### config.mk
export PLATFORM = sky130hd
export DESIGN_NAME = timer_pwm
export DESIGN_NICKNAME = d
export VERILOG_FILES = /design/src/timer_pwm_pkg.sv /design/src/timer_pwm.sv
export SDC_FILE = /design/constraint.sdc
export NUM_CORES = 1
export LEC_CHECK = 0
export BUFFER_PORTS_ARGS = -buffer_cell sky130_fd_sc_hd__buf_4
export CORE_MARGIN = 2
export CORE_UTILIZATION = 30
export CTS_CLUSTER_SIZE = 28
export DETAILED_ROUTE_END_ITERATION = 8
export PLACE_DENSITY = 0.56
export SKIP_CTS_REPAIR_TIMING = 1
export SLEW_MARGIN = 20
export SYNTH_ARGS = -nofsm -noshare
export SYNTH_HDL_FRONTEND = slang
export SYNTH_SLANG_ARGS = --single-unit
### constraint.sdc
create_clock -name clock -period 2.9 [get_ports clock]
set_clock_uncertainty 0.05 [all_clocks]
set_input_delay 0.58 -clock clock [delete_from_list [all_inputs] [get_ports clock]]
set_output_delay 0.58 -clock clock [all_outputs]
set_load 0.005 [all_outputs]
### src/timer_pwm_pkg.sv
package timer_pwm_pkg;

   // ****************************************************************
   // Bus and counter widths
   // ****************************************************************
   localparam int ADDR_W = 8;
   localparam int DATA_W = 32;
   localparam int CNT_W  = 16;

   // ****************************************************************
   // Register byte offsets
   // ****************************************************************
   localparam logic [7:0] REG_CTRL   = 8'h00;
   localparam logic [7:0] REG_COUNT  = 8'h04;
   localparam logic [7:0] REG_CMP_A  = 8'h08;
   localparam logic [7:0] REG_CMP_B  = 8'h0C;
   localparam logic [7:0] REG_CAPT   = 8'h10;
   localparam logic [7:0] REG_FLAGS  = 8'h14;
   localparam logic [7:0] REG_STATUS = 8'h18;

   // ****************************************************************
   // Field positions
   // ****************************************************************
   localparam int CTRL_MODE_LSB  = 0;   // 4 bits waveform_mode_sel
   localparam int CTRL_ACT_LSB   = 4;   // 2 bits per channel, A then B
   localparam int CTRL_DIR_LSB   = 8;   // pin_dir_bit, A then B
   localparam int CTRL_PORT_LSB  = 10;  // general port level, A then B
   localparam int CTRL_W         = 12;
   localparam int FLAG_OVF       = 0;
   localparam int FLAG_MATCH_LSB = 1;   // match A, match B
   localparam int FLAG_CAPT      = 3;
   localparam int FLAG_W         = 4;

   // ****************************************************************
   // Reset values and counter limits
   // ****************************************************************
   localparam logic [CTRL_W-1:0] CTRL_RST  = 12'h000;
   localparam logic [CNT_W-1:0]  CNT_RST   = 16'h0000;
   localparam logic [CNT_W-1:0]  CAPT_RST  = 16'h0000;
   localparam logic [FLAG_W-1:0] FLAGS_RST = 4'h0;
   localparam logic [CNT_W-1:0]  BOTTOM    = 16'h0000;
   localparam logic [CNT_W-1:0]  MAX       = 16'hFFFF;
   localparam logic [CNT_W-1:0]  TOP_8BIT  = 16'h00FF;
   localparam logic [CNT_W-1:0]  TOP_9BIT  = 16'h01FF;
   localparam logic [CNT_W-1:0]  TOP_10BIT = 16'h03FF;

   // ****************************************************************
   // Waveform modes and output actions
   // ****************************************************************
   localparam logic [3:0] MODE_PC8       = 4'h1;
   localparam logic [3:0] MODE_PC9       = 4'h2;
   localparam logic [3:0] MODE_PC10      = 4'h3;
   localparam logic [3:0] MODE_FAST8     = 4'h5;
   localparam logic [3:0] MODE_FAST9     = 4'h6;
   localparam logic [3:0] MODE_FAST10    = 4'h7;
   localparam logic [3:0] MODE_PC_CAPT   = 4'hA;
   localparam logic [3:0] MODE_PC_CMPA   = 4'hB;
   localparam logic [3:0] MODE_FAST_CAPT = 4'hE;
   localparam logic [3:0] MODE_FAST_CMPA = 4'hF;

   localparam logic [1:0] ACT_NONE    = 2'h0;
   localparam logic [1:0] ACT_TOGGLE  = 2'h1;
   localparam logic [1:0] ACT_NON_INV = 2'h2;
   localparam logic [1:0] ACT_INV     = 2'h3;

   typedef enum logic [0:0] {
      COUNT_UP   = 1'b0,
      COUNT_DOWN = 1'b1
   } dir_type;

   // ****************************************************************
   // Mode decoding
   // ****************************************************************
   function automatic logic is_single(input logic [3:0] mode);
      is_single = (mode == MODE_FAST8) || (mode == MODE_FAST9) || (mode == MODE_FAST10) ||
                  (mode == MODE_FAST_CAPT) || (mode == MODE_FAST_CMPA);
   endfunction : is_single

   function automatic logic is_dual(input logic [3:0] mode);
      is_dual = (mode == MODE_PC8) || (mode == MODE_PC9) || (mode == MODE_PC10) ||
                (mode == MODE_PC_CAPT) || (mode == MODE_PC_CMPA);
   endfunction : is_dual

   function automatic logic [CNT_W-1:0] top_of(input logic [3:0]       mode,
                                                input logic [CNT_W-1:0] capt,
                                                input logic [CNT_W-1:0] cmpa);
      case (mode)
         MODE_PC8, MODE_FAST8:         top_of = TOP_8BIT;
         MODE_PC9, MODE_FAST9:         top_of = TOP_9BIT;
         MODE_PC10, MODE_FAST10:       top_of = TOP_10BIT;
         MODE_PC_CAPT, MODE_FAST_CAPT: top_of = capt;
         MODE_PC_CMPA, MODE_FAST_CMPA: top_of = cmpa;
         default:                      top_of = MAX;
      endcase
   endfunction : top_of

   function automatic logic is_fixed(input logic [3:0] mode);
      is_fixed = (mode == MODE_PC8) || (mode == MODE_PC9) || (mode == MODE_PC10) ||
                 (mode == MODE_FAST8) || (mode == MODE_FAST9) || (mode == MODE_FAST10);
   endfunction : is_fixed

endpackage : timer_pwm_pkg

### src/timer_pwm.sv
// Summary of operation
// - Selector 5, 6, 7, 14, 15 counts BOTTOM to TOP, then restarts at BOTTOM.
// - Single slope TOP is 0x00FF/0x01FF/0x03FF, capture or channel A; clears after TOP.
// - Single slope non-inverting sets on match, clears at TOP to BOTTOM; inverting swaps.
// - Action two is non-inverted PWM, three inverted, in both slope kinds.
// - Single slope overflow flag at TOP, plus flag of the register holding TOP.
// - Every PWM mode flags a channel match when count equals its compare value.
// - Fixed TOP masks compare bits above the resolution when written.
// - Capture TOP acts at once; written below count, counter wraps through 0xFFFF.
// - Single slope compare writes buffer; copied at TOP with clear and overflow.
// - Single slope compare 0 gives one-cycle spike; compare TOP gives constant level.
// - Selector 15, channel A action 1 toggles on match for 50% duty.
// - Selector 1, 2, 3, 10, 11 counts up to TOP and down, TOP held once.
// - Dual slope TOP fixed, capture or channel A; reaching TOP reverses direction.
// - Dual slope non-inverting clears on up match, sets on down match; inverting swaps.
// - Dual slope overflow flag is set at BOTTOM.
// - Dual slope buffers copy at TOP, with the flag of the TOP register.
// - Dual slope compare BOTTOM holds low, TOP holds high; inverted is opposite.
// - Selector 11, channel A action 1 toggles on each match, 50% duty.
// - With TOP below a compare value that channel never matches.
// - Counter advances only on the prescaled timer tick.
// - Compare level reaches the pin only while its direction bit is output.
// - Action zero leaves the internal compare output unchanged on a match.
// - Reset clears the internal compare output state to zero.
// - Nonzero action replaces the general port level with the compare output.
//
// Added by the designer: the plain strobed port and the placing of the registers.
`timescale 1ns/1ps
`default_nettype none

module timer_pwm
   import timer_pwm_pkg::*;
(
   // Clock and reset
   input  wire logic                              clock,
   input  wire logic                              nrst,
   // Register port
   input  wire logic [timer_pwm_pkg::ADDR_W-1:0]  reg_addr,
   input  wire logic [timer_pwm_pkg::DATA_W-1:0]  reg_wdata,
   input  wire logic                              reg_write,
   input  wire logic                              reg_read,
   output logic      [timer_pwm_pkg::DATA_W-1:0]  reg_rdata,
   // Prescaled timer clock enable
   input  wire logic                              timer_tick,
   // Compare output pins
   output logic                                   chan_a_pin_out,
   output logic                                   chan_a_pin_oe,
   output logic                                   chan_b_pin_out,
   output logic                                   chan_b_pin_oe
);
   import timer_pwm_pkg::*;

   // ****************************************************************
   // Registers and decode
   // ****************************************************************
   logic [CTRL_W-1:0] ctrl;
   logic [CNT_W-1:0]  count_value;
   logic [CNT_W-1:0]  capture_top_reg;
   logic [FLAG_W-1:0] flags;
   dir_type           direction;
   logic [CNT_W-1:0]  cmp_buf [2];
   logic [CNT_W-1:0]  compare_value [2];
   logic [1:0]        compare_output;
   logic [1:0]        pin_out;
   logic [1:0]        pin_oe;

   logic [3:0]        waveform_mode_sel;
   logic [CNT_W-1:0]  top_val;
   logic              at_top;
   logic              at_bottom;
   logic              single_mode;
   logic              dual_mode;
   logic              update_point;
   logic [1:0]        match;
   logic [FLAG_W-1:0] flag_set;
   logic [FLAG_W-1:0] flag_clr;

   assign waveform_mode_sel = ctrl[CTRL_MODE_LSB +: 4];
   assign single_mode       = is_single(waveform_mode_sel);
   assign dual_mode         = is_dual(waveform_mode_sel);
   assign top_val           = top_of(waveform_mode_sel, capture_top_reg, compare_value[0]);
   assign at_top            = (count_value == top_val);
   assign at_bottom         = (count_value == BOTTOM);

   // Buffer copy point: TOP in both slope kinds
   assign update_point = timer_tick && at_top &&
                         (single_mode || (dual_mode && direction == COUNT_UP));

   // ****************************************************************
   // Control and capture registers
   // ****************************************************************

   // Control register
   always_ff @(posedge clock or negedge nrst) begin
      if (!nrst) begin
         ctrl <= CTRL_RST;
      end else if (reg_write && reg_addr == REG_CTRL) begin
         ctrl <= reg_wdata[CTRL_W-1:0];
      end
   end

   // Capture TOP register is unbuffered and acts at once
   always_ff @(posedge clock or negedge nrst) begin
      if (!nrst) begin
         capture_top_reg <= CAPT_RST;
      end else if (reg_write && reg_addr == REG_CAPT) begin
         capture_top_reg <= reg_wdata[CNT_W-1:0];
      end
   end

   // ****************************************************************
   // Counter
   // ****************************************************************

   // Count sequence per slope kind, only on the timer tick
   always_ff @(posedge clock or negedge nrst) begin
      if (!nrst) begin
         count_value <= CNT_RST;
         direction   <= COUNT_UP;
      end else if (reg_write && reg_addr == REG_COUNT) begin
         count_value <= reg_wdata[CNT_W-1:0];
      end else if (timer_tick) begin
         if (single_mode) begin
            direction <= COUNT_UP;
            if (at_top) begin
               count_value <= BOTTOM;
            end else begin
               count_value <= count_value + 16'h0001;  // wraps through MAX
            end
         end else if (dual_mode) begin
            if (direction == COUNT_UP) begin
               if (at_top) begin
                  direction   <= COUNT_DOWN;
                  count_value <= count_value - 16'h0001;
               end else begin
                  count_value <= count_value + 16'h0001;
               end
            end else begin
               if (at_bottom) begin
                  direction   <= COUNT_UP;
                  count_value <= count_value + 16'h0001;
               end else begin
                  count_value <= count_value - 16'h0001;
               end
            end
         end else begin
            direction   <= COUNT_UP;
            count_value <= count_value + 16'h0001;
         end
      end
   end

   // ****************************************************************
   // Flags
   // ****************************************************************

   // Hardware events that raise the flags
   always_comb begin
      flag_set = FLAGS_RST;
      if (single_mode) begin
         flag_set[FLAG_OVF] = timer_tick && at_top;
      end else if (dual_mode) begin
         flag_set[FLAG_OVF] = timer_tick && at_bottom && direction == COUNT_DOWN;
      end else begin
         flag_set[FLAG_OVF] = timer_tick && count_value == MAX;
      end
      flag_set[FLAG_MATCH_LSB]     = match[0] ||
                                     (update_point && (waveform_mode_sel == MODE_FAST_CMPA ||
                                                       waveform_mode_sel == MODE_PC_CMPA));
      flag_set[FLAG_MATCH_LSB + 1] = match[1];
      flag_set[FLAG_CAPT]          = update_point && (waveform_mode_sel == MODE_FAST_CAPT ||
                                                      waveform_mode_sel == MODE_PC_CAPT);
   end

   assign flag_clr = (reg_write && reg_addr == REG_FLAGS) ? reg_wdata[FLAG_W-1:0] : FLAGS_RST;

   // Write one to clear; a set in the same cycle wins
   always_ff @(posedge clock or negedge nrst) begin
      if (!nrst) begin
         flags <= FLAGS_RST;
      end else begin
         flags <= (flags & ~flag_clr) | flag_set;
      end
   end

   // ****************************************************************
   // Compare channels
   // ****************************************************************
   genvar ch;
   generate
      for (ch = 0; ch < 2; ch++) begin : g_chan
         logic [1:0] action;
         logic       rising;
         logic       toggle_ok;

         assign action    = ctrl[CTRL_ACT_LSB + 2*ch +: 2];
         assign match[ch] = timer_tick && (count_value == compare_value[ch]);
         // At BOTTOM a match counts as rising, at TOP as falling
         assign rising    = at_bottom ? 1'b1 : (at_top ? 1'b0 : (direction == COUNT_UP));
         assign toggle_ok = (ch == 0) && (waveform_mode_sel == MODE_FAST_CMPA ||
                                          waveform_mode_sel == MODE_PC_CMPA);

         // Buffered write path, masked under a fixed TOP
         always_ff @(posedge clock or negedge nrst) begin
            if (!nrst) begin
               cmp_buf[ch] <= CNT_RST;
            end else if (reg_write && reg_addr == (ch == 0 ? REG_CMP_A : REG_CMP_B)) begin
               if (is_fixed(waveform_mode_sel)) begin
                  cmp_buf[ch] <= reg_wdata[CNT_W-1:0] & top_val;
               end else begin
                  cmp_buf[ch] <= reg_wdata[CNT_W-1:0];
               end
            end
         end

         // Active compare value: copied at TOP in PWM modes, else follows
         always_ff @(posedge clock or negedge nrst) begin
            if (!nrst) begin
               compare_value[ch] <= CNT_RST;
            end else if (!(single_mode || dual_mode)) begin
               compare_value[ch] <= cmp_buf[ch];
            end else if (update_point) begin
               compare_value[ch] <= cmp_buf[ch];
            end
         end

         // Internal compare output state
         always_ff @(posedge clock or negedge nrst) begin
            if (!nrst) begin
               compare_output[ch] <= 1'b0;
            end else if (single_mode) begin
               case (action)
                  ACT_NON_INV: begin
                     if (match[ch]) begin
                        compare_output[ch] <= 1'b1;
                     end else if (timer_tick && at_top) begin
                        compare_output[ch] <= 1'b0;
                     end
                  end
                  ACT_INV: begin
                     if (match[ch]) begin
                        compare_output[ch] <= 1'b0;
                     end else if (timer_tick && at_top) begin
                        compare_output[ch] <= 1'b1;
                     end
                  end
                  ACT_TOGGLE: begin
                     if (match[ch] && toggle_ok) begin
                        compare_output[ch] <= ~compare_output[ch];
                     end
                  end
                  default: begin
                     compare_output[ch] <= compare_output[ch];
                  end
               endcase
            end else if (dual_mode) begin
               case (action)
                  ACT_NON_INV: begin
                     if (match[ch]) begin
                        compare_output[ch] <= ~rising;
                     end
                  end
                  ACT_INV: begin
                     if (match[ch]) begin
                        compare_output[ch] <= rising;
                     end
                  end
                  ACT_TOGGLE: begin
                     if (match[ch] && toggle_ok) begin
                        compare_output[ch] <= ~compare_output[ch];
                     end
                  end
                  default: begin
                     compare_output[ch] <= compare_output[ch];
                  end
               endcase
            end
         end

         // Pin level and driver enable
         always_ff @(posedge clock or negedge nrst) begin
            if (!nrst) begin
               pin_out[ch] <= 1'b0;
               pin_oe[ch]  <= 1'b0;
            end else begin
               if (action != ACT_NONE) begin
                  pin_out[ch] <= compare_output[ch];
               end else begin
                  pin_out[ch] <= ctrl[CTRL_PORT_LSB + ch];
               end
               pin_oe[ch] <= ctrl[CTRL_DIR_LSB + ch];
            end
         end
      end
   endgenerate

   assign chan_a_pin_out = pin_out[0];
   assign chan_a_pin_oe  = pin_oe[0];
   assign chan_b_pin_out = pin_out[1];
   assign chan_b_pin_oe  = pin_oe[1];

   // ****************************************************************
   // Read data
   // ****************************************************************

   // Read data stand only in the cycle after the read strobe
   always_ff @(posedge clock or negedge nrst) begin
      if (!nrst) begin
         reg_rdata <= '0;
      end else if (reg_read) begin
         case (reg_addr)
            REG_CTRL:   reg_rdata <= {20'h00000, ctrl};
            REG_COUNT:  reg_rdata <= {16'h0000, count_value};
            REG_CMP_A:  reg_rdata <= {16'h0000, cmp_buf[0]};
            REG_CMP_B:  reg_rdata <= {16'h0000, cmp_buf[1]};
            REG_CAPT:   reg_rdata <= {16'h0000, capture_top_reg};
            REG_FLAGS:  reg_rdata <= {28'h0000000, flags};
            REG_STATUS: reg_rdata <= {29'h00000000, compare_output, direction};
            default:    reg_rdata <= '0;
         endcase
      end else begin
         reg_rdata <= '0;
      end
   end

endmodule : timer_pwm

`default_nettype wire

# After elaboration in Yosys (flattened, before gate mapping)
# Index checks and enable logic that the tools add are counted.
# Widths: inputs -> output; s select.
[totals]
regBits = 151
in_bits = 45
out_inout_bits = 36
wordCells = 156
[op_classes]
addsub = 2
n_eq_ne = 34
mux = 47
n_bitwise = 8
reduce_logical = 49
[op_table]
columns = ["cell", "n"]
rows = [
  ["$mux 16", 13],
  ["$pmux 16 s7", 1],
  ["$pmux 16 s5", 1],
  ["$eq 16x16->1", 3],
  ["$mux 32", 1],
  ["$mux 1", 26],
  ["$eq 8x5->1 const B", 3],
  ["$ne 3x3->1 const B", 8],
  ["$logic_and 1x1->1", 17],
  ["$add 16x1->16 const B", 1],
  ["$and 16x16->16", 1],
  ["$eq 16x16->1 const B", 1],
  ["$eq 4x4->1 const B", 4],
  ["$eq 8x4->1 const B", 2],
  ["$logic_not 16->1", 1],
  ["$logic_or 1x1->1", 16],
  ["$sub 16x1->16 const B", 1],
  ["$eq 4x3->1 const B", 3],
  ["$reduce_and 6->1", 2],
  ["$reduce_bool 2->1", 5],
  ["$reduce_or 2->1", 5],
  ["$eq 2x2->1 const B", 4],
  ["$eq 4x2->1 const B", 2],
  ["$eq 8x3->1 const B", 1],
  ["13 further kinds", 18],
]

# Longest topological paths before layout
# Gate-level depths: netlist of the first run.
[logic_depth]
ltp_word = 11
mapped_depth = 12

# Worst setup path before layout of the first run
# No wires, ideal clock.
[synth_path]
path_type = "reg2reg"
from = "register ctrl[0]"
to = "register count_value[8]"
setup_ns = 0.064
t_arrival_ns = 2.960
required_ns = 2.786
path_slack_ns = -0.174
stages_incl_launch_ff = 11
n_path_buf = 3
path_cell_list = "dfrtp_1 > buf_4 > buf_6 > o32ai_1 > o22ai_1 > or4_4 > or4_1 > buf_2 > o31a_1 > o32ai_1 > a21o_1"
[synth_between]
elab_chain_cells = 10
elab_cells_between_ends = 32
classes_between = "eq/ne (11); mux (8); reduce/logical (13)"
[synth_rtl]
columns = ["item", "line", "rtl"]
rows = [
  ["from (decl)", "timer_pwm.sv:56", "logic [CTRL_W-1:0] ctrl;"],
  ["from (signal assigned)", "timer_pwm.sv:98", "ctrl <= reg_wdata[CTRL_W-1:0];"],
  ["$eq 4x4->1, or another cell as far along", "timer_pwm_pkg.sv:76, timer_pwm_pkg.sv:87", ""],
  ["$reduce_or 2->1", "timer_pwm_pkg.sv:87", "case (mode)"],
  ["$pmux 16 s5", "timer_pwm_pkg.sv:87", ""],
  ["$eq 16x16->1", "timer_pwm.sv:82", "assign at_top = (count_value == top_val);"],
  ["$mux 16", "timer_pwm.sv:132", "if (at_top) begin"],
  ["$mux 16", "timer_pwm.sv:131", "if (direction == COUNT_UP) begin"],
  ["$mux 16", "timer_pwm.sv:130", "end else if (dual_mode) begin"],
  ["$mux 16 *", "timer_pwm.sv:123", "if (single_mode) begin"],
  ["$mux 16 *", "timer_pwm.sv:122", "end else if (timer_tick) begin"],
  ["$mux 16 *", "timer_pwm.sv:120", "end else if (reg_write && reg_addr == REG_COUNT) begin"],
  ["to (signal assigned)", "timer_pwm.sv:121", "count_value <= reg_wdata[CNT_W-1:0];"],
  ["to (signal assigned)", "timer_pwm.sv:128", "count_value <= count_value + 16'h0001;"],
  ["to (signal assigned)", "timer_pwm.sv:134", "count_value <= count_value - 16'h0001;"],
  ["to (decl)", "timer_pwm.sv:57", "logic [CNT_W-1:0] count_value;"],
]
# Every way passes the cells marked *; elsewhere a longest branch is shown, timed or not. The select of a mux whose other input is x is not followed.
# A chain may end at the register's enable or synchronous reset.

# Worst setup path in the final report of the first run
[layout_path]
from = "register ctrl[0]"
to = "register count_value[13]"
# The elaborated chain is that of the path after synthesis.

==> summary.md, run 1 <==
| Metric | Value |
|---|---|
| FP Rows | `60` |
| Post-synthesis register bit count | `135` |
| Top_reg_cell synth | `dfrtp_1` |
| CP Launch Type | `register` |
| Htree depth | `4` |
| Slew headroom | `51.1%` |
| Pin count of the biggest net entering global routing | `75` |
| Number of DRC markers in iteration 0 | `696` |
| Min Tclk post-route | `3.15 ns` |
| Final WL | `27.5 mm` |
| Reg2reg setup slack | `-0.25 ns` |
| Hold WC Path Type | `in -> async` |
| TritonCTS clock tree | `yes` |
| Area grow syn2layout | `27.5%` |
| Diodes inserted | `0` |
| Fillcell total | `2707` |
| Failing checks | `setup timing` |
| Asr flop ratio synth | `100%` |
| Post-synthesis instance total | `855` |
| IO Port Bufs | `48` |
| VDD IR max | `392 uV` |
| Synth top cells by count | `135 x dfrtp_1, 84 x mux2_2, 82 x nand2_1` |
| Sink Count | `135` |
| DR WL/cell | `20.6 um` |
| Unrepaired setup endpoints after global routing | `yes` |
| Layout cells sized above 1 | `33.7%` |
| Cell area after synthesis | `8190 um^2` |
| Router iterations before antenna repair | `5` |
| Crit path setup slack, layout | `-0.249 ns` |
| Final Util | `38.9%` |
| Crit. End Element | `register` |
| Cell variety after synth | `76` |
| EDFF count, synth | `0` |
| Final antenna-violating net count | `0` |
| Maxcap violations | `0` |
| Vias/cell | `5.43` |
| Vias | `7272` |
| Crit path required time | `3.19 ns` |
| Final Max Tran Viols | `0` |
| Worst Tran Pin Value | `0.733 ns` |
| Fin crit share | `109%` |
| Most common cell in the synthesized netlist | `dfrtp_1` |
| Final hold vios | `0` |
| Yosys top cell area share | `41.2%` |
| Reg clk slew, reported paths | `0.06 ns` |
| Die ar. | `28600 um^2` |
| DR DRC count | `0` |
| Data arrival, critical path | `3.44 ns` |
| Clk root buf | `clkbuf_16` |
| Area contributors post-synth | `dfrtp_1 41%, mux2_2 12%, xnor2_1 4.2%, nand2_1 3.8%, a21oi_1 2.9%` |
| Clock latency on the worst-skew pair | `0.43 ns` |
| Leakage dissipation | `0.00465 uW` |
| Initial antenna violation count | `0` |
| Setup TNS | `-5.01 ns` |
| Run status | `finished, violations left` |
| # setup viols final | `49` |
| Initial core utilization | `30.5%` |
| Biggest regs | `cmp_buf x32, compare_value x32` |
| Die height | `169 um` |
| WS Path Type | `reg -> reg` |
| Post-synthesis sequential area ratio | `41.2%` |
| Biggest area consumer among synthesized cells | `dfrtp_1` |
| GRT Util Overall | `19.3%` |
| Syn avg cell area | `9.58 um^2` |
| Final HPWL DP | `20.6 mm` |
| Longest Clk Path Bufs | `2` |
| Total clock buffers created by CTS | `17` |
| Maximum fanout along the worst path | `11` |
| Power per cell area | `562 nW/um^2` |
| Final GP Congestion | `0.932` |
| Vias in the first global route | `7078` |
| Die W | `169 um` |
| Top Ports | `81` |
| Gr ovfl total | `0` |
| Fin nets | `1034` |
| First-pass GRT wire length | `42.1 mm` |
| YS warnings | `0` |
| Core Box Area | `26900 um^2` |
| Fmax | `318 MHz` |
## logic make-up (layout without fill, tap and decap cells)
group | after synthesis | count (layout) | synth area share [%]
AOI/OAI and AO/OA | 208 | 208 | 17.1
buffers and inverters | 94 | 223 | 5.55
muxes | 106 | 106 | 14.6
and+or+nand+nor | 250 | 250 | 14.8
other | 1 | 16 | 0.0458
adders and majority gates | 3 | 3 | 0.458
DFF | 135 | 135 | 41.2
xor gates and xnor gates | 58 | 58 | 6.20
## power by group
group | leakage (uW) | internal [uW] | switching (uW)
Combinational | 0.00257 | 710 | 870
Clock | 0.000268 | 1140 | 944
Sequential | 0.00182 | 2010 | 193
Total | 0.00465 | 3860 | 2010
## layer usage
metal / global-route usage (%) / routed length (um)
met2: 30.9 / 12900
met3: 1.98 / 1190
met5: 0 / 0
met1: 27.4 / 12900
met4: 6.06 / 518
## layout by cell type (no fill, tap or decap), drive strengths merged, types with 6 or more instances in the layout
cell type	count
clkbuf	18
a21boi	10
a21oi	48
nor3	14
nand3	20
and3	11
buf	179
o32ai	9
dfrtp	135
nor2	57
nand2b	9
nor4	15
inv	18
mux2	85
o21ai	50
or3	6
a31oi	7
mux2i	20
a22oi	13
a221oi	11
conb	16
xnor2	39
nand4	10
xor2	19
nand2	83
## cell type report
class / count / area [um^2] / area share [%]
Inverter: 12 / 45.0 / 0.431
Timing Repair Buffer: 179 / 1420 / 13.6
Sequential cell: 135 / 3380 / 32.4
Clock buffer: 18 / 439 / 4.21
Clock inverter: 14 / 116 / 1.11
Tap cell: 341 / 427 / 4.09
Multi-Input combinational cell: 641 / 4620 / 44.2
## worst max-delay path, stage by stage, from the launching register on
cell      delay, ns
dfrtp_1        0.39
buf_12         0.16
or4b_1         0.53
a311oi_2       0.26
a41oi_1        0.07
and2_4         0.20
or4_4          0.61
o31a_1         0.40
o21ba_1        0.21
o211ai_1       0.15
## per-stage QoR
stage | hold WS, ns | std cells | total power [uW] | setup WS, ns | area, um^2
after global routing | 0.194 | 1340 | 6080 | -0.322 | 10400
after floorplan | 0.234 | 870 | 3080 | -0.126 | 8300
after detailed placement | 0.398 | 1304 | 3720 | -0.409 | 9690
after CTS | 0.152 | 1336 | 5790 | -0.432 | 10200
final | 0.117 | 1340 | 5870 | -0.249 | 10400
after global placement | 0.398 | 1304 | 3710 | -0.367 | 9690
## worst paths after layout
| kind | start | endpoint | depth (start not counted) |
|---|---|---|---|
| max in group asynchronous | nrst | compare_value[21]$_DFFE_PN0P_ | 2 |
| worst min register to register | ctrl[8]$_DFFE_PN0P_ | chan_a_pin_oe$_DFF_PN0_ | 0 |
| min in group clock | reg_wdata[9] | capture_top_reg[9]$_DFFE_PN0P_ | 2 |
| worst max register to register | ctrl[0]$_DFFE_PN0P_ | count_value[13]$_DFFE_PN0P_ | 9 |
| worst max-delay path | ctrl[0]$_DFFE_PN0P_ | count_value[13]$_DFFE_PN0P_ | 9 |
| worst min-delay path | nrst | chan_b_pin_oe$_DFF_PN0_ | 1 |
(Power assumes the default switching activity.)
==> run 2: changes to the inputs <==
Settings changed: CORE_UTILIZATION 30 to 44, PLACE_DENSITY 0.56 to 0.73.
==> summary.md, run 2 (synthesis results as in run 1) <==
| Metric | Value |
|---|---|
| Reg clk slew, reported paths | `0.06 ns` |
| Net switching power | `1960 uW` |
| Final Util | `57.7%` |
| Final antenna-violating net count | `0` |
| Unrepaired setup endpoints after global routing | `yes` |
| Sw Share | `32.8%` |
| Core Box Area | `18100 um^2` |
| WS Path Type | `reg -> reg` |
| IO Port Bufs | `48` |
| Final WL | `26.6 mm` |
| Vias in the first global route | `7375` |
| Die height | `140 um` |
| Min Tclk post-route | `3.31 ns` |
| DR DRC count | `0` |
| Final hold vios | `0` |
| Data arrival, critical path | `3.56 ns` |
| Sink Count | `135` |
| Hold Worst Slack | `0.0789 ns` |
| Layout cells sized above 1 | `35.1%` |
| Die ar. | `19700 um^2` |
| Pin count of the biggest net entering global routing | `61` |
| Vias/cell | `6.09` |
| FP Rows | `49` |
| Maxcap violations | `0` |
| Gr ovfl total | `0` |
| Area grow syn2layout | `27.3%` |
| GRT Util Overall | `27.0%` |
| Area after DPL | `9470 um^2` |
| VDD IR max | `507 uV` |
| Clock latency on the worst-skew pair | `0.43 ns` |
| Longest Clk Path Bufs | `2` |
| TritonCTS clock tree | `yes` |
| Htree depth | `4` |
| Leakage dissipation | `0.00468 uW` |
| Final GP Congestion | `0.921` |
| Initial core utilization | `45.3%` |
| Clock network power share | `36.9%` |
| Maximum fanout along the worst path | `6` |
| Fin crit share | `114%` |
| Worst Tran Pin Value | `0.597 ns` |
| Power per cell area | `572 nW/um^2` |
| Crit. End Element | `register` |
| Slew headroom | `60.2%` |
| Final HPWL DP | `19.3 mm` |
| Top Ports | `81` |
| Final Instance Area | `10400 um^2` |
| Final Max Tran Viols | `0` |
| Flop pwr share | `37.1%` |
| Router iterations before antenna repair | `6` |
| Crit path required time | `3.15 ns` |
| Crit path setup slack, layout | `-0.414 ns` |
| CP Launch Type | `register` |
| Die W | `140 um` |
| Total clock buffers created by CTS | `17` |
| Vias | `7500` |
| Most frequent cells in the layout | `165 x buf_4, 132 x dfrtp_1, 82 x nand2_1, 82 x mux2_2, 56 x nor2_1` |
| Commonest non-fill, non-tap cell in the layout | `buf_4` |
| First-pass GRT wire length | `41.2 mm` |
| Number of DRC markers in iteration 0 | `862` |
| Clk root buf | `clkbuf_16` |
| DR WL/cell | `21.6 um` |
| Biggest regs | `cmp_buf x32, compare_value x32` |
| Start point of the critical path | `ctrl[0]$_DFFE_PN0P_` |
| Failing checks | `setup timing` |
| Diodes inserted | `0` |
| Fin nets | `1037` |
| Combinational power share | `26.0%` |
| Internal power | `4010 uW` |
| Worst R2R Start | `ctrl[0]$_DFFE_PN0P_` |
| Hold WC Path Type | `in -> async` |
| Run status | `finished, violations left` |
| # setup viols final | `50` |
| Fmax | `302 MHz` |
| Initial antenna violation count | `0` |
-- run 2: power groups by stage --
stage                     Clock (uW)  Combinational, uW  Sequential (uW)
after global routing            2290               1670             2230
after CTS                       2220               1460             2200
after detailed placement           0               1450             2230
final                           2200               1550             2210
after global placement             0               1430             2220
after floorplan                    0                961             2110
-- run 2: metrics by stage --
| step | setup TNS (ns) | worst slack (ns) | power [uW] | cells |
|---|---|---|---|---|
| global placement | -15.18 | -0.437 | 3660 | 1187 |
| global route | -15.10 | -0.435 | 6200 | 1231 |
| CTS | -19.74 | -0.574 | 5880 | 1219 |
| detailed placement | -17.43 | -0.477 | 3680 | 1187 |
| floorplan | -0.408 | -0.126 | 3080 | 870 |
| finish | -10.81 | -0.414 | 5970 | 1231 |
-- run 2: cell type report --
class | instances | area [um^2]
clock inverters | 14 | 163
well taps | 229 | 287
fillers | 1522 | 7660
flip-flops and latches | 135 | 3380
multi-input cells | 641 | 4670
repair buffers | 182 | 1450
clock buffers | 18 | 429
inverters | 12 | 45.0
-- run 2: routing by layer --
metal / vias up / GRT usage, % / wire length, um
li1: 3349 / - / -
met1: 3672 / 36.3 / 11100
met2: 402 / 43.3 / 12400
met3: 77 / 4.72 / 2100
met4: 0 / 11.2 / 1010
met5: - / 0 / 0
-- run 2: worst max-delay path: stages, from the launching register on --
cell and delay [ns]:
dfrtp_2 0.48, buf_6 0.14, mux2_4 0.30, o22ai_4 0.11
xnor2_1 0.08, or4_4 0.52, or4_4 0.61, o31a_1 0.39
buf_4 0.17, o211ai_1 0.31
-- run 2: path summary, 6_finish.rpt --
kind / to / slack [ns] / cells past startpoint
worst max-delay path: count_value[1]$_DFFE_PN0P_ / -0.41 / 9
worst min-delay path: count_value[10]$_DFFE_PN0P_ / 0.08 / 1
worst max register to register: count_value[1]$_DFFE_PN0P_ / -0.41 / 9
worst min register to register: chan_b_pin_oe$_DFF_PN0_ / 0.39 / 0
max in group asynchronous: cmp_buf[19]$_DFFE_PN0P_ / 1.98 / 2
min in group clock: count_value[9]$_DFFE_PN0P_ / 0.38 / 3
==> run 3: changes to the inputs <==
Settings changed: GPL_ROUTABILITY_DRIVEN from default to 0, GPL_TIMING_DRIVEN from default to 0.
==> summary.md, run 3 (synthesis results as in run 1) <==
| Metric | Value |
|---|---|
| WS Path Type | `reg -> reg` |
| Crit path required time | `3.17 ns` |
| Crit-path slowest cell | `or4_4` |
| Internal power | `4010 uW` |
| Failing checks | `setup timing` |
| Most frequent cells in the layout | `134 x dfrtp_1, 83 x mux2_2, 82 x nand2_1, 79 x buf_4, 56 x nor2_1` |
| Vias/cell | `6.38` |
| Run status | `finished, violations left` |
| Hold WC Path Type | `in -> async` |
| VDD IR max | `483 uV` |
| Die height | `140 um` |
| Sw Share | `33.3%` |
| Final WL | `27.0 mm` |
| Power per cell area | `596 nW/um^2` |
| Total clock buffers created by CTS | `17` |
| Reg clk slew, reported paths | `0.06 ns` |
| Combinational power share | `26.0%` |
| Die ar. | `19700 um^2` |
| Die W | `140 um` |
| Fin nets | `999` |
| Pin count of the biggest net entering global routing | `77` |
| Delay-heaviest family, CP | `simple AND/OR/NAND/NOR gates` |
| Critical path buffers and inverters | `5` |
| Sink Count | `135` |
| Layout cells sized above 1 | `28.1%` |
| IO Port Bufs | `45` |
| Flop pwr share | `35.4%` |
| Longest Clk Path Bufs | `2` |
| Crit-path max cell delay | `0.54 ns` |
| Unrepaired setup endpoints after global routing | `yes` |
| Leakage dissipation | `0.00445 uW` |
| Fmax | `304 MHz` |
| Clock network power share | `38.7%` |
| Diodes inserted | `0` |
| Final hold vios | `0` |
| Biggest regs | `cmp_buf x32, compare_value x32` |
| Number of DRC markers in iteration 0 | `1107` |
| Reg2reg setup slack | `-0.39 ns` |
| Cells along the critical path | `buf_6, buf_4, nand2_4, o22ai_1, xnor2_1, or4_4, nor4_4, buf_4, a31oi_4, buf_4, buf_8, mux2_2` |
| FP Rows | `49` |
| Clk root buf | `clkbuf_16` |
| Area grow syn2layout | `23.2%` |
| Min Tclk post-route | `3.29 ns` |
| Crit. End Element | `register` |
| Router iterations before antenna repair | `8` |
| Slew headroom | `43.9%` |
| Htree depth | `4` |
| Top Ports | `81` |
| Maxcap violations | `0` |
| Post-placement worst setup slack | `-0.887 ns` |
| Vias in the first global route | `7173` |
| Final antenna-violating net count | `0` |
| # setup viols final | `51` |
| DR WL/cell | `22.6 um` |
| GRT Util Overall | `26.7%` |
| Final Max Tran Viols | `0` |
| Gr ovfl total | `0` |
| Most frequent CP cell | `buf_4` |
| Fillcell total | `1510` |
| Net switching power | `2000 uW` |
| Maximum fanout along the worst path | `10` |
| Worst Tran Pin Value | `0.839 ns` |
| Vias | `7606` |
| Data arrival, critical path | `3.56 ns` |
| Commonest non-fill, non-tap cell in the layout | `dfrtp_1` |
| First-pass GRT wire length | `40.2 mm` |
| Initial core utilization | `45.3%` |
| Hold Worst Slack | `0.0208 ns` |
| Final HPWL DP | `19.3 mm` |
| Fin crit share | `114%` |
| Core Box Area | `18100 um^2` |
| TritonCTS clock tree | `yes` |
| DR DRC count | `0` |
| Initial antenna violation count | `0` |
| Crit path setup slack, layout | `-0.392 ns` |
| CP Launch Type | `register` |
| Clock latency on the worst-skew pair | `0.44 ns` |
run 3: cell count changes in the layout (fill, tap and decap cells not counted), moves of 3 or more:
cell	before	now
a21boi_2	3	6
buf_1	0	3
buf_4	165	79
buf_6	15	6
buf_8	0	3
clkbuf_1	1	41
clkbuf_2	0	4
clkinvlp_4	4	1
nor4_1	13	10
run 3: layout make-up:
type | instances | area, um^2 | share of cell area [%]
Clock buffer | 18 | 439 | 4.35
Multi-Input combinational cell | 641 | 4730 | 46.9
Inverter | 12 | 45.0 | 0.447
Clock inverter | 14 | 185 | 1.84
Timing Repair Buffer | 65 | 533 | 5.28
Tap cell | 229 | 287 | 2.84
Buffer | 79 | 488 | 4.84
Sequential cell | 135 | 3380 | 33.5
run 3: final timing paths:
check | endpoint | start | cells past startpoint
hold / removal | ctrl[9]$_DFFE_PN0P_ | nrst | 1
setup reg to reg | compare_value[21]$_DFFE_PN0P_ | ctrl[1]$_DFFE_PN0P_ | 12
max in group asynchronous | count_value[2]$_DFFE_PN0P_ | nrst | 2
hold reg to reg | chan_a_pin_oe$_DFF_PN0_ | ctrl[8]$_DFFE_PN0P_ | 0
setup / recovery | compare_value[21]$_DFFE_PN0P_ | ctrl[1]$_DFFE_PN0P_ | 12
min in group clock | capture_top_reg[14]$_DFFE_PN0P_ | reg_wdata[14] | 2
run 3: stage by stage:
stage                     TNS, ns  instances  util, %  power (uW)  area [um^2]
final                      -13.63       1193     55.8        6010        10100
after global routing       -17.43       1193     55.8        6190        10100
after CTS                  -41.86       1177     53.0        5830         9590
after detailed placement   -56.22       1145     49.6        3530         8960
after global placement     -51.93       1144     49.4        3500         8930
after floorplan            -0.408        870        -        3080         8300
run 3: layer usage:
| metal | vias to the layer above | part of all wire, % | global-route usage (%) |
|---|---|---|---|
| li1 | 3294 | - | - |
| met1 | 3689 | 40 | 35.1 |
| met2 | 514 | 45 | 41.7 |
| met3 | 109 | 8.9 | 5.64 |
| met4 | 0 | 5.5 | 13.7 |
| met5 | - | 0 | 0 |
run 3: power by group through the flow:
stage                     logic [uW]  registers (uW)  clock network [uW]
after global placement          1350            2140                   0
final                           1560            2130                2320
after detailed placement        1380            2140                   0
after global routing            1650            2140                2400
after CTS                       1390            2110                2330
after floorplan                  961            2110                   0
